==> config.mk <==
export PLATFORM = sky130hd
export DESIGN_NAME = gfx_plane_access
export DESIGN_NICKNAME = d
export VERILOG_FILES = /design/src/gfx_pkg.sv /design/src/gfx_plane_access.sv /design/src/gfx_write_unit.sv /design/src/video_shift_loader.sv
export SDC_FILE = /design/constraint.sdc
export NUM_CORES = 1
export LEC_CHECK = 0
export BUFFER_PORTS_ARGS = -buffer_cell sky130_fd_sc_hd__buf_4
export CAP_MARGIN = 25
export CORE_ASPECT_RATIO = 1.1
export CORE_UTILIZATION = 55
export CTS_CLUSTER_SIZE = 16
export DETAILED_ROUTE_END_ITERATION = 8
export PLACE_DENSITY_LB_ADDON = 0.2
export SYNTH_ARGS = -nofsm -noshare
export SYNTH_HDL_FRONTEND = slang
export SYNTH_SLANG_ARGS = --single-unit
==> constraint.sdc <==
create_clock -name clk_i -period 8.49 [get_ports clk_i]
set_input_delay 1.2735 -clock clk_i [delete_from_list [all_inputs] [get_ports clk_i]]
set_output_delay 1.2735 -clock clk_i [all_outputs]
set_load 0.01 [all_outputs]
==> src/gfx_pkg.sv <==
// Behaviour
// RQ1: Compare read returns 1 where maps match.
// RQ2: Cleared participation bit drops map from compare.
// RQ3: Read type picks map byte or compare.
// RQ4: Sequencer chain bit overrides map-select reads.
// RQ5: Read-map field picks map; ignored when comparing.
// RQ6: Odd/even reads use chained pair 0/1, 2/3.
// RQ7: Function field: pass, AND, OR, XOR latches.
// RQ8: Every memory read reloads 32-bit latches.
// RQ9: Rotate write data right by count.
// RQ10: Mode 0: fill bit or rotated data, masked.
// RQ11: Mode 1 writes latches, CPU data ignored.
// RQ12: Mode 2 replicates data bits 3:0 per map.
// RQ13: Mode 3: fill always, mask is rotated&mask.
// RQ14: Mask applies to all maps; 0 keeps latch.
// RQ15: Host reads byte before masked write.
// RQ16: 256-colour bit selects packed shift loading.
// RQ17: Shift format bit interleaves even/odd bits.
// RQ18: Shift registers emit MSB first.
// RQ19: Host odd/even: even address maps 0/2.
// RQ20: Window field decodes four CPU ranges.
// RQ21: Window odd/even swaps address LSB source.
// RQ22: Software matches graphics bit to attribute unit.
// RQ23: Index register low four bits pick register.
// RQ24: Fill-enable field chooses fill per map.
// RQ25: Unused bits read zero, writes ignored.
package gfx_pkg;

  localparam logic [3:0] IDX_FILL      = 4'h0;
  localparam logic [3:0] IDX_FILL_EN   = 4'h1;
  localparam logic [3:0] IDX_CMP_VAL   = 4'h2;
  localparam logic [3:0] IDX_ROTATE_OP = 4'h3;
  localparam logic [3:0] IDX_READ_MAP  = 4'h4;
  localparam logic [3:0] IDX_MODE      = 4'h5;
  localparam logic [3:0] IDX_WINDOW    = 4'h6;
  localparam logic [3:0] IDX_CMP_EN    = 4'h7;
  localparam logic [3:0] IDX_MASK      = 4'h8;

  // Field positions inside the data-port byte
  localparam int ROT_LSB     = 0;
  localparam int FUNC_LSB    = 3;
  localparam int WMODE_LSB   = 0;
  localparam int RDTYPE_BIT  = 3;
  localparam int HOSTOE_BIT  = 4;
  localparam int SHIFTIL_BIT = 5;
  localparam int PACK256_BIT = 6;
  localparam int GFX_BIT     = 0;
  localparam int WINOE_BIT   = 1;
  localparam int WIN_LSB     = 2;

  localparam logic [7:0] MASK_RST = 8'hff;

  // Window bases as 20-bit physical CPU addresses
  localparam logic [19:0] WIN_A000 = 20'ha0000;
  localparam logic [19:0] WIN_B000 = 20'hb0000;
  localparam logic [19:0] WIN_B800 = 20'hb8000;

  typedef enum logic [1:0] {
    FN_PASS, FN_AND, FN_OR, FN_XOR
  } logic_op_t;

  typedef enum logic [1:0] {
    WM_FILL, WM_LATCH, WM_SPREAD, WM_MASKFILL
  } wr_mode_t;

  typedef struct packed {
    logic [3:0] fill;
    logic [3:0] fill_en;
    logic [3:0] cmp_val;
    logic_op_t  func;
    logic [2:0] rot;
    logic [1:0] rd_map;
    logic       pack256;
    logic       shift_il;
    logic       host_oe;
    logic       rd_cmp;
    wr_mode_t   wr_mode;
    logic [1:0] win;
    logic       win_oe;
    logic       gfx;
    logic [3:0] cmp_en;
    logic [7:0] mask;
  } gfx_regs_t;

  typedef struct packed {
    logic [15:0] addr;
    logic        rd;
    logic [3:0]  we;
    logic [31:0] wdata;
  } plane_req_t;

endpackage : gfx_pkg

==> src/gfx_plane_access.sv <==
`timescale 1ns/100ps
module gfx_plane_access (
  input  wire logic               clk_i,
  input  wire logic               rstn_i,
  // Indexed register pair: sel 0 = index port, 1 = data port
  input  wire logic               io_wr_i,
  input  wire logic               io_rd_i,
  input  wire logic               io_sel_i,
  input  wire logic [7:0]         io_wdata_i,
  output logic      [7:0]         io_rdata_o,
  // Host memory cycles
  input  wire logic               mem_req_i,
  input  wire logic               mem_we_i,
  input  wire logic [19:0]        mem_addr_i,
  input  wire logic [7:0]         mem_wdata_i,
  output logic                    mem_ready_o,
  output logic                    mem_hit_o,
  output logic                    mem_rvalid_o,
  output logic      [7:0]         mem_rdata_o,
  // Sequencer memory organisation bit 3
  input  wire logic               seq_chain4_i,
  // Display memory maps
  output gfx_pkg::plane_req_t     plane_o,
  input  wire logic [31:0]        plane_rdata_i,
  // Video fetch side
  input  wire logic               vid_load_i,
  input  wire logic               vid_shift_i,
  input  wire logic [31:0]        vid_data_i,
  output logic      [3:0]         vid_pix_o,
  output logic                    gfx_mode_o
);

  typedef enum logic {
    ACC_IDLE,
    ACC_READ
  } acc_state_t;

  // Register file
  gfx_pkg::gfx_regs_t regs_ff;
  gfx_pkg::gfx_regs_t nxt_regs;
  logic [3:0]         index_ff;
  logic [3:0]         nxt_index;
  logic [7:0]         io_rdata_ff;
  logic [7:0]         nxt_io_rdata;

  // Access sequencing
  acc_state_t          state_ff;
  acc_state_t          nxt_state;
  gfx_pkg::plane_req_t plane_ff;
  gfx_pkg::plane_req_t nxt_plane;
  logic [31:0]         latch_ff;
  logic [31:0]         nxt_latch;
  logic [1:0]          rd_map_ff;
  logic [1:0]          nxt_rd_map;
  logic                rd_cmp_ff;
  logic                nxt_rd_cmp;
  logic [7:0]          mem_rdata_ff;
  logic [7:0]          nxt_mem_rdata;
  logic                rvalid_ff;
  logic                nxt_rvalid;

  // Address decode results
  logic        win_hit;
  logic [16:0] win_off;
  logic        host_addr_lsb;
  logic [15:0] disp_addr;
  logic        display_addr_lsb;
  logic [1:0]  acc_map;
  logic [3:0]  acc_we;
  logic        take;
  logic [31:0] wr_data;
  logic [7:0]  cmp_result;

  function automatic logic [7:0] reg_read(input gfx_pkg::gfx_regs_t r,
                                          input logic [3:0] idx);
    logic [7:0] v;
    v = 8'h00; // [RQ25]
    case (idx)
      gfx_pkg::IDX_FILL:      v[3:0] = r.fill;
      gfx_pkg::IDX_FILL_EN:   v[3:0] = r.fill_en;
      gfx_pkg::IDX_CMP_VAL:   v[3:0] = r.cmp_val;
      gfx_pkg::IDX_ROTATE_OP: begin
        v[gfx_pkg::ROT_LSB +: 3]  = r.rot;
        v[gfx_pkg::FUNC_LSB +: 2] = r.func;
      end
      gfx_pkg::IDX_READ_MAP:  v[1:0] = r.rd_map;
      gfx_pkg::IDX_MODE: begin
        v[gfx_pkg::WMODE_LSB +: 2] = r.wr_mode;
        v[gfx_pkg::RDTYPE_BIT]     = r.rd_cmp;
        v[gfx_pkg::HOSTOE_BIT]     = r.host_oe;
        v[gfx_pkg::SHIFTIL_BIT]    = r.shift_il;
        v[gfx_pkg::PACK256_BIT]    = r.pack256;
      end
      gfx_pkg::IDX_WINDOW: begin
        v[gfx_pkg::GFX_BIT]      = r.gfx;
        v[gfx_pkg::WINOE_BIT]    = r.win_oe;
        v[gfx_pkg::WIN_LSB +: 2] = r.win;
      end
      gfx_pkg::IDX_CMP_EN:    v[3:0] = r.cmp_en;
      gfx_pkg::IDX_MASK:      v = r.mask;
      default:                v = 8'h00;
    endcase
    return v;
  endfunction : reg_read

  // Returns {hit, offset from window base}
  function automatic logic [17:0] win_decode(input logic [1:0]  win,
                                             input logic [19:0] a);
    logic [17:0] res;
    logic [19:0] d;
    res = 18'h0_0000;
    d   = 20'h0_0000;
    case (win) // [RQ20]
      2'b00: begin
        d   = a - gfx_pkg::WIN_A000;
        res = {(a[19:17] == gfx_pkg::WIN_A000[19:17]), d[16:0]};
      end
      2'b01: begin
        d   = a - gfx_pkg::WIN_A000;
        res = {(a[19:16] == gfx_pkg::WIN_A000[19:16]), 1'b0, d[15:0]};
      end
      2'b10: begin
        d   = a - gfx_pkg::WIN_B000;
        res = {(a[19:15] == gfx_pkg::WIN_B000[19:15]), 2'b00, d[14:0]};
      end
      default: begin
        d   = a - gfx_pkg::WIN_B800;
        res = {(a[19:15] == gfx_pkg::WIN_B800[19:15]), 2'b00, d[14:0]};
      end
    endcase
    return res;
  endfunction : win_decode

  // Register port
  always_comb begin
    nxt_regs     = regs_ff;
    nxt_index    = index_ff;
    nxt_io_rdata = io_rdata_ff;
    if (io_rd_i)
      nxt_io_rdata = io_sel_i ? reg_read(regs_ff, index_ff)
                              : {4'h0, index_ff}; // [RQ25]
    if (io_wr_i && !io_sel_i)
      nxt_index = io_wdata_i[3:0]; // [RQ23]
    else if (io_wr_i) begin
      // Only defined bits are stored [RQ25]
      case (index_ff) // [RQ23]
        gfx_pkg::IDX_FILL:      nxt_regs.fill    = io_wdata_i[3:0];
        gfx_pkg::IDX_FILL_EN:   nxt_regs.fill_en = io_wdata_i[3:0]; // [RQ24]
        gfx_pkg::IDX_CMP_VAL:   nxt_regs.cmp_val = io_wdata_i[3:0];
        gfx_pkg::IDX_ROTATE_OP: begin
          nxt_regs.rot  = io_wdata_i[gfx_pkg::ROT_LSB +: 3];
          nxt_regs.func = gfx_pkg::logic_op_t'(
                            io_wdata_i[gfx_pkg::FUNC_LSB +: 2]);
        end
        gfx_pkg::IDX_READ_MAP:  nxt_regs.rd_map = io_wdata_i[1:0];
        gfx_pkg::IDX_MODE: begin
          nxt_regs.wr_mode  = gfx_pkg::wr_mode_t'(
                                io_wdata_i[gfx_pkg::WMODE_LSB +: 2]);
          nxt_regs.rd_cmp   = io_wdata_i[gfx_pkg::RDTYPE_BIT];
          nxt_regs.host_oe  = io_wdata_i[gfx_pkg::HOSTOE_BIT];
          nxt_regs.shift_il = io_wdata_i[gfx_pkg::SHIFTIL_BIT];
          nxt_regs.pack256  = io_wdata_i[gfx_pkg::PACK256_BIT];
        end
        gfx_pkg::IDX_WINDOW: begin
          nxt_regs.gfx    = io_wdata_i[gfx_pkg::GFX_BIT];
          nxt_regs.win_oe = io_wdata_i[gfx_pkg::WINOE_BIT];
          nxt_regs.win    = io_wdata_i[gfx_pkg::WIN_LSB +: 2];
        end
        gfx_pkg::IDX_CMP_EN:    nxt_regs.cmp_en = io_wdata_i[3:0];
        gfx_pkg::IDX_MASK:      nxt_regs.mask   = io_wdata_i;
        default:                nxt_regs = regs_ff;
      endcase
    end
  end

  always_ff @(posedge clk_i or negedge rstn_i) begin
    if (!rstn_i) begin
      regs_ff      <= '0;
      regs_ff.mask <= gfx_pkg::MASK_RST;
      index_ff     <= 4'h0;
      io_rdata_ff  <= 8'h00;
    end else begin
      regs_ff     <= nxt_regs;
      index_ff    <= nxt_index;
      io_rdata_ff <= nxt_io_rdata;
    end
  end

  // Host address to map address and map choice
  always_comb begin
    {win_hit, win_off} = win_decode(regs_ff.win, mem_addr_i);
    host_addr_lsb      = win_off[0];
    if (seq_chain4_i) begin
      // Chained four-map mode: low bits pick the map [RQ4]
      disp_addr = {1'b0, win_off[16:2]};
      acc_map   = win_off[1:0];
      acc_we    = 4'b0001 << win_off[1:0];
    end else if (regs_ff.win_oe || regs_ff.host_oe) begin
      // Higher bit replaces the LSB only for window odd/even [RQ21]
      disp_addr = regs_ff.win_oe ? {win_off[15:1], win_off[16]}
                                 : win_off[15:0];
      acc_map   = {regs_ff.rd_map[1], host_addr_lsb}; // [RQ6] [RQ19]
      acc_we    = host_addr_lsb ? 4'b1010 : 4'b0101; // [RQ19] [RQ21]
    end else begin
      disp_addr = win_off[15:0];
      acc_map   = regs_ff.rd_map; // [RQ5]
      acc_we    = 4'b1111;
    end
    display_addr_lsb = disp_addr[0];
  end

  assign mem_hit_o   = win_hit;
  assign mem_ready_o = (state_ff == ACC_IDLE);
  assign take        = mem_req_i && mem_ready_o && win_hit;

  gfx_write_unit u_write (
    .regs_i     (regs_ff),
    .cpu_data_i (mem_wdata_i),
    .latch_i    (latch_ff),
    .wdata_o    (wr_data)
  );

  // Each bit is 1 where every participating map equals its value
  always_comb begin
    for (int b = 0; b < 8; b++) begin
      cmp_result[b] = 1'b1;
      for (int m = 0; m < 4; m++) begin
        if (regs_ff.cmp_en[m] &&
            (plane_rdata_i[8*m + b] != regs_ff.cmp_val[m])) // [RQ2]
          cmp_result[b] = 1'b0; // [RQ1]
      end
    end
  end

  // Access sequencing
  always_comb begin
    nxt_state     = state_ff;
    nxt_plane     = plane_ff;
    nxt_latch     = latch_ff;
    nxt_rd_map    = rd_map_ff;
    nxt_rd_cmp    = rd_cmp_ff;
    nxt_mem_rdata = mem_rdata_ff;
    nxt_rvalid    = 1'b0;
    nxt_plane.rd  = 1'b0;
    nxt_plane.we  = 4'h0;
    case (state_ff)
      ACC_IDLE: begin
        if (take) begin
          nxt_plane.addr = {disp_addr[15:1], display_addr_lsb};
          if (mem_we_i) begin
            nxt_plane.we    = acc_we;
            nxt_plane.wdata = wr_data;
          end else begin
            nxt_plane.rd = 1'b1;
            nxt_rd_map   = acc_map;
            nxt_rd_cmp   = regs_ff.rd_cmp;
            nxt_state    = ACC_READ;
          end
        end
      end
      ACC_READ: begin
        nxt_latch = plane_rdata_i; // [RQ8]
        // Compare result ignores the map field [RQ3] [RQ5]
        nxt_mem_rdata = rd_cmp_ff ? cmp_result
                                  : plane_rdata_i[8*rd_map_ff +: 8]; // [RQ3]
        nxt_rvalid    = 1'b1;
        nxt_state     = ACC_IDLE;
      end
      default: nxt_state = ACC_IDLE;
    endcase
  end

  always_ff @(posedge clk_i or negedge rstn_i) begin
    if (!rstn_i) begin
      state_ff     <= ACC_IDLE;
      plane_ff     <= '0;
      latch_ff     <= 32'h0000_0000;
      rd_map_ff    <= 2'b00;
      rd_cmp_ff    <= 1'b0;
      mem_rdata_ff <= 8'h00;
      rvalid_ff    <= 1'b0;
    end else begin
      state_ff     <= nxt_state;
      plane_ff     <= nxt_plane;
      latch_ff     <= nxt_latch;
      rd_map_ff    <= nxt_rd_map;
      rd_cmp_ff    <= nxt_rd_cmp;
      mem_rdata_ff <= nxt_mem_rdata;
      rvalid_ff    <= nxt_rvalid;
    end
  end

  assign plane_o      = plane_ff;
  assign mem_rdata_o  = mem_rdata_ff;
  assign mem_rvalid_o = rvalid_ff;
  assign io_rdata_o   = io_rdata_ff;
  // Must agree with the attribute unit's bit; not checked here
  assign gfx_mode_o   = regs_ff.gfx; // [RQ22]

  video_shift_loader u_shift (
    .clk_i        (clk_i),
    .rstn_i       (rstn_i),
    .load_i       (vid_load_i),
    .shift_i      (vid_shift_i),
    .pack256_i    (regs_ff.pack256),
    .interleave_i (regs_ff.shift_il),
    .data_i       (vid_data_i),
    .pix_o        (vid_pix_o)
  );

endmodule : gfx_plane_access

==> src/gfx_write_unit.sv <==
`timescale 1ns/100ps
module gfx_write_unit (
  input  wire gfx_pkg::gfx_regs_t regs_i,
  input  wire logic [7:0]         cpu_data_i,
  input  wire logic [31:0]        latch_i,
  output logic      [31:0]        wdata_o
);

  logic [7:0] rot;
  logic [7:0] mask;

  function automatic logic [7:0] rotr(input logic [7:0] d,
                                      input logic [2:0] n);
    logic [15:0] w;
    w = {d, d} >> n;
    return w[7:0];
  endfunction : rotr

  always_comb begin
    rot = rotr(cpu_data_i, regs_i.rot); // [RQ9]
    if (regs_i.wr_mode == gfx_pkg::WM_MASKFILL)
      mask = rot & regs_i.mask; // [RQ13]
    else if (regs_i.wr_mode == gfx_pkg::WM_LATCH)
      mask = 8'hff;
    else
      mask = regs_i.mask; // [RQ14]
  end

  genvar m;
  generate
    for (m = 0; m < 4; m++) begin : g_map
      logic [7:0] lat;
      logic [7:0] src;
      logic [7:0] alu;
      assign lat = latch_i[8*m +: 8];
      always_comb begin
        case (regs_i.wr_mode)
          gfx_pkg::WM_FILL: // [RQ10] [RQ24]
            src = regs_i.fill_en[m] ? {8{regs_i.fill[m]}} : rot;
          gfx_pkg::WM_LATCH:   src = lat; // [RQ11]
          gfx_pkg::WM_SPREAD:  src = {8{cpu_data_i[m]}}; // [RQ12]
          default:             src = {8{regs_i.fill[m]}}; // [RQ13]
        endcase
        if (regs_i.wr_mode == gfx_pkg::WM_LATCH)
          alu = src;
        else begin
          case (regs_i.func) // [RQ7]
            gfx_pkg::FN_AND: alu = src & lat;
            gfx_pkg::FN_OR:  alu = src | lat;
            gfx_pkg::FN_XOR: alu = src ^ lat;
            default:         alu = src;
          endcase
        end
      end
      // Unmasked bits restore the latched byte [RQ14]
      assign wdata_o[8*m +: 8] = (alu & mask) | (lat & ~mask);
    end
  endgenerate

endmodule : gfx_write_unit

==> src/video_shift_loader.sv <==
`timescale 1ns/100ps
module video_shift_loader (
  input  wire logic        clk_i,
  input  wire logic        rstn_i,
  input  wire logic        load_i,
  input  wire logic        shift_i,
  input  wire logic        pack256_i,
  input  wire logic        interleave_i,
  input  wire logic [31:0] data_i,
  output logic      [3:0]  pix_o
);

  logic [31:0] sreg_ff;
  logic [31:0] nxt_sreg;
  logic [31:0] loaded;

  // Shift position s (0 emitted first) of register r
  function automatic logic load_bit(input logic [31:0] d,
                                    input logic p256,
                                    input logic il,
                                    input int r,
                                    input int s);
    logic b;
    if (p256)
      // Nibble stream: map s/2, high nibble first
      b = d[8*(s/2) + ((s%2 == 0) ? 4 : 0) + r];
    else if (il)
      // Bit pairs: odd bits to odd regs, even to even
      b = d[8*((r/2)*2 + s/4) + 7 - 2*(s%4) - ((r%2 == 0) ? 1 : 0)];
    else
      b = d[8*r + 7 - s];
    return b;
  endfunction : load_bit

  genvar r, s;
  generate
    for (r = 0; r < 4; r++) begin : g_reg
      for (s = 0; s < 8; s++) begin : g_pos
        assign loaded[8*r + 7 - s] =
          load_bit(data_i, pack256_i, interleave_i, r, s); // [RQ16] [RQ17]
      end
    end
  endgenerate

  always_comb begin
    nxt_sreg = sreg_ff;
    if (load_i)
      nxt_sreg = loaded;
    else if (shift_i) begin
      for (int i = 0; i < 4; i++)
        nxt_sreg[8*i +: 8] = {sreg_ff[8*i +: 7], 1'b0};
    end
  end

  always_ff @(posedge clk_i or negedge rstn_i) begin
    if (!rstn_i)
      sreg_ff <= 32'h0000_0000;
    else
      sreg_ff <= nxt_sreg;
  end

  // MSB of each register is the current pixel bit [RQ18]
  assign pix_o = {sreg_ff[31], sreg_ff[23], sreg_ff[15], sreg_ff[7]};

endmodule : video_shift_loader
Yosys cells after proc, flatten, opt, wreduce, memory -nomap -nowiden
Cells that the tools add are included.

word-level totals
  latch bits = 0
  RAM bits = 0
  memory bits (read-only) = 0
  bits in registers = 183
  memories kept = 0

cells by class
  eq/ne operators = 52
  multipliers = 0
  div/mod/pow operators = 0
  reductions and logical operators = 53
  bitwise logic cells = 29
  mux-type cells = 140
  add/sub/neg operators = 3
  $lt $le $gt $ge = 0
  shift operators = 3

operators by type and width
  operator                 number
  $pmux W8 S3              8
  $and A8 B8 Y8            13
  $mux W1                  103
  $mux W8                  12
  $mux W37                 2
  $mux W32                 2
  $or A8 B8 Y8             8
  $pmux W18 S3             1
  $mux W36                 1
  $logic_and A1 B1 Y1      35
  $reduce_and A3 Y1        11
  $ne A1 B1 Y1             32
  $shiftx A32 B6 Y8        1
  $xor A8 B8 Y8            4
  $sub A15 B1 Y15 const B  2
  $pmux W2 S9              1
  $sub A17 B1 Y17 const B  1
  $eq A4 B3 Y1 const B     4
  $mux W16                 1
  $shr A16 B3 Y8           1
  $mux W4                  3
  $eq A2 B2 Y1 const B     5
  $eq A5 B5 Y1 const B     2
  $eq A4 B2 Y1 const B     2
  other kinds (19)         25

Logic depth before layout (Yosys ltp)
  depth after elaboration = 11
  mapped depth = 13
  depth with buffers taken out = 11

Modules after synthesis
Synthesis repeated with hierarchy kept, for this count alone.

unflattened totals
  cell total of the unflattened synthesis = 1186
  area total of the unflattened synthesis = 12384.4 um2

by module, submodules not included
  module              times used  area an instance (um2)  cells each  sequential area each (um2)
  gfx_plane_access    1           6975.4                  571         3763.6
  gfx_write_unit      1           3199.3                  422         0.0
  video_shift_loader  1           2209.6                  193         800.8

Least setup slack after synthesis
Ideal clock, no wire load.

  kind = input to register
  start = input mem_wdata_i[5]
  end = register plane_ff (netlist bit plane_o[6])
  data required time = 8.364 ns
  slack = 4.920 ns
  arrival = 3.443 ns
  buffers on the path = 0
  stages = 11
  setup time = 0.126 ns
  path through = mux4_2 -> mux2_2 -> o21ai_0 -> nand3_1 -> ha_1 -> nand2b_1 -> a31o_2 -> o21ai_0 -> a221oi_1 -> a211oi_1 -> a21oi_1

on the way
  word-level cells in the longest chain between the ends = 8
  elaborated cells on any way between the ends = 14

RTL lines
  what                                   RTL line                 source
  start: declaration                     gfx_plane_access.sv:15   input wire logic [7:0] mem_wdata_i,
  $shr A16 B3 Y8 *                       gfx_write_unit.sv:15     w = {d, d} >> n;
  $mux W8                                gfx_write_unit.sv:39     src = regs_i.fill_en[m] ? {8{regs_i.fill[m]}} : rot;
  $pmux W8 S3                            gfx_write_unit.sv:37     case (regs_i.wr_mode)
  $xor A8 B8 Y8 (tied with other cells)  gfx_write_unit.sv:50     gfx_pkg::FN_XOR: alu = src ^ lat;
  $pmux W8 S3                            gfx_write_unit.sv:47     case (regs_i.func)
  $mux W8                                gfx_write_unit.sv:44     if (regs_i.wr_mode == gfx_pkg::WM_LATCH)
  $and A8 B8 Y8                          gfx_write_unit.sv:56     assign wdata_o[8*m +: 8] = (alu & mask) | (lat & ~mask);
  $or A8 B8 Y8 *                         gfx_write_unit.sv:56
  end signal: assignment                 gfx_plane_access.sv:284  plane_ff <= nxt_plane;
  end: declaration                       gfx_plane_access.sv:49   gfx_pkg::plane_req_t plane_ff;

Mark *: on every way between the ends. The rest lies on a longest branch, timed or not.
A chain may end at the register's enable or synchronous reset.

Worst setup path after layout
  start = input mem_wdata_i[1]
  end = register plane_ff (netlist bit plane_o[6])

The elaborated chain is that of the path after synthesis.

==> results.yml <==
status:
  status: "finished, final reports clean"
route:
  dr.pass1.iters: 8
  routed_wirelength_um: 36600
  via_count: 11200
  wl_per_cell_um: 20.5
  ant_nets: 0
  vias_per_cell: 6.25
  drtIter0Drc: 1190
  remaining_drc_errors: 0
global_route:
  grt_pass1_vias: 10500
  track_usage: 0.321
  grt_pass1_wl_um: 58200
  grt_start_max_net_pins: 99
  overflow: 0
  antenna_found_initial: 0
setup_path:
  cp_data_required_time_ns: 8.78
  arrival_ns: 3.85
  endpoint_kind: "flop"
  crit_top_cell: "o21ai_0"
  regToRegSetupSlack_ns: 5.12
  start_kind: "input port"
  crit_family: "compound AO/OA/AOI/OAI gates"
  r2r.worst_path.cells: 11
  critical_path_class: "in -> reg"
  path_max_fanout: 4
  critical-path-slowest-cell: "mux4_2"
  reg2reg_to: "plane_o[6]"
  worst-path-buf-inv: 1
  max_stage_delay_ns: 0.53
  timing.rr.start: "regs_ff[24]"
  crit_chain: "buf_4 -> mux4_2 -> mux2_2 -> o21ai_0 -> nand3_1 -> ha_1 -> nand2b_1 -> a31o_2 -> o21ai_0 -> a221oi_1 -> a211oi_1 -> a21oi_1"
timing:
  hold_viol: 0
  clock_skew_ns: 0.0145
  setup-tns-final_ns: 0
  max_freq_mhz: 281
  rsz0062_at_grt: "no"
  max-slew-margin-rel: 0.318
  min_period_ns: 3.56
  drv_slew: 0
  worst_slew_pin_slew_ns: 1.02
  period_share: 0.419
  setup_violations: 0
cts:
  cts_hold_buffers: 0
  cts.clk_slew.worst_paths_ns: 0.08
  cts_max_level: 4
  cts_setup_buffers: 0
  clk_path_buf_depth: 2
  root_buffer: "clkbuf_16"
  numCtsBuffers: 17
  cts_tree: "yes"
  clock_latency_ns: 0.45
  cts_sinks: 182
  post_cts_resized: 0
place:
  dp_hpwl_um: 25700
  dpl_cell_area_um2: 13700
  port_buffers: 186
  gp_congestion: 0.891
layout:
  fin_util: 0.653
  area_growth_syn_to_layout_pct: 16.5
  final_area_um2: 14400
  final_common_cell: "buf_4"
  final_cell_mix: "buf_4 (194), nand2_1 (193), dfrtp_1 (172), o21ai_0 (151), mux2i_1 (104)"
  drive_gt1_frac: 0.259
  fillers: 1814
  antenna_cells: 0
  nets: 1623
synthesis:
  synth_warnings: 0
  synth.net_count: 1517
  synth_edf_count: 0
  synth-main-ff-cell: "dfrtp_1"
  synthTopCellsByArea: "dfrtp_1 (35%), mux2i_1 (8.4%), mux2_2 (7.9%)"
  yosysTopAreaCell: "dfrtp_1"
  yosysSeqAreaShare: 0.369
  synthesis.area_um2: 12400
  yosysUniqueCellTypes: 58
  avgSynthCellArea_um2: 8.99
  syn_inst: 1375
  synthArstFlopShare: 1.00
  ys_ff_latch: 182
  yosysTopAreaCellShare: 0.352
hold_path:
  hold_depth: 2
  hold_start: "plane_o[40]"
  hold_path_class: "reg -> reg"
  min_to: "plane_o[40]"
run:
  drv_cap: 0
floorplanning:
  fp-row-count: 57
  core_area_um2: 22000
  die_h_um: 159
  die_area_um2: 23100
  fp.dieW_um: 145
  initial_utilization: 0.561
  io-pin-count: 187
power:
  p_leak_nw: 6.32
  total_power_mw: 5.13
  p_per_area_nw_per_um2: 357
  max-vdd-ir-drop_uv: 164
[report_power, final]
group	total (mW)	switching, mW	internal [mW]
Clock	0.844	0.431	0.412
Sequential	1.67	0.496	1.18
Combinational	2.62	1.43	1.19
[metrics by stage]
stage	std cells	setup WS [ns]	hold slack, ns
2_1_floorplan	1375	4.92	0.428
3_3_place_gp	1756	4.57	0.461
3_5_place_dp	1756	4.52	0.472
4_1_cts	1788	4.98	0.491
5_1_grt	1789	4.84	0.506
6_report	1789	4.93	0.486
[final cells by class]
cell class / instances / area [µm²] / share of cell area
multi-input cells: 1068 / 7280 / 0.506
inverters: 16 / 60.1 / 0.00417
clock buffers: 17 / 425 / 0.0295
clock inverters: 15 / 209 / 0.0145
well taps: 295 / 369 / 0.0256
repair buffers: 196 / 1490 / 0.103
flip-flops and latches: 182 / 4570 / 0.317
[tightest hold or removal path: cells and delay by family (launching register included)]
family | cells | cell delay [ns]
simple gates | 1 | 0.04
flops | 1 | 0.35
compound gates | 1 | 0.06
[state kept, by name (all words and copies together) (netlist names)]
name / flops
plane_o: 52
io_rdata_o: 8
state_ff: 1
mem_rvalid_o: 1
rd_map_ff: 2
rd_cmp_ff: 1
regs_ff: 40
mem_rdata_o: 8
gfx_mode_o: 1
latch_ff: 32
u_shift.sreg_ff: 32
index_ff: 4
[kinds of logic after synthesis]
family / Yosys count / share of synthesized area
xor gates and xnor gates: 32 / 0.0227
and+or+nand+nor: 423 / 0.157
muxes: 205 / 0.188
adders and majority gates: 32 / 0.0324
DFF: 182 / 0.369
buffers and inverters: 125 / 0.0430
AOI/OAI and AO/OA: 376 / 0.187
[cells in the mapped netlist, types with 9 or more instances]
master and number:
mux4_2 12, a31oi_1 33, o21ai_0 151, a22o_1 9, o221ai_1 31, o22ai_1 9, a221oi_1 11, mux2_2 87
dfrtp_1 174, nand2b_1 42, mux2i_1 104, a21oi_1 83, nor2_1 60, buf_4 9, xor2_1 32, nor2b_1 9
buf_1 18, ha_1 32, buf_2 17, clkbuf_1 64, nand2_1 193, inv_1 16, or2_2 32, nand3_1 71
[routing by layer]
layer | wire length, µm | global-route usage
met1 | 15800 | 0.457
met2 | 16200 | 0.481
met3 | 3430 | 0.0659
met4 | 1160 | 0.119
met5 | 0 | 0
[worst max-delay path by stage]
stage	startpoint	to	slack, ns	cells past startpoint
CTS	mem_wdata_i[1]	plane_o[6]	4.98	12
global route	mem_wdata_i[1]	plane_o[6]	4.84	12
floorplan	mem_wdata_i[5]	plane_o[6]	4.92	11
finish	mem_wdata_i[1]	plane_o[6]	4.93	12
global placement	mem_wdata_i[1]	plane_o[6]	4.57	12
detailed placement	mem_wdata_i[1]	plane_o[6]	4.52	12
No activity file was read; power rests on OpenSTA's default activity.
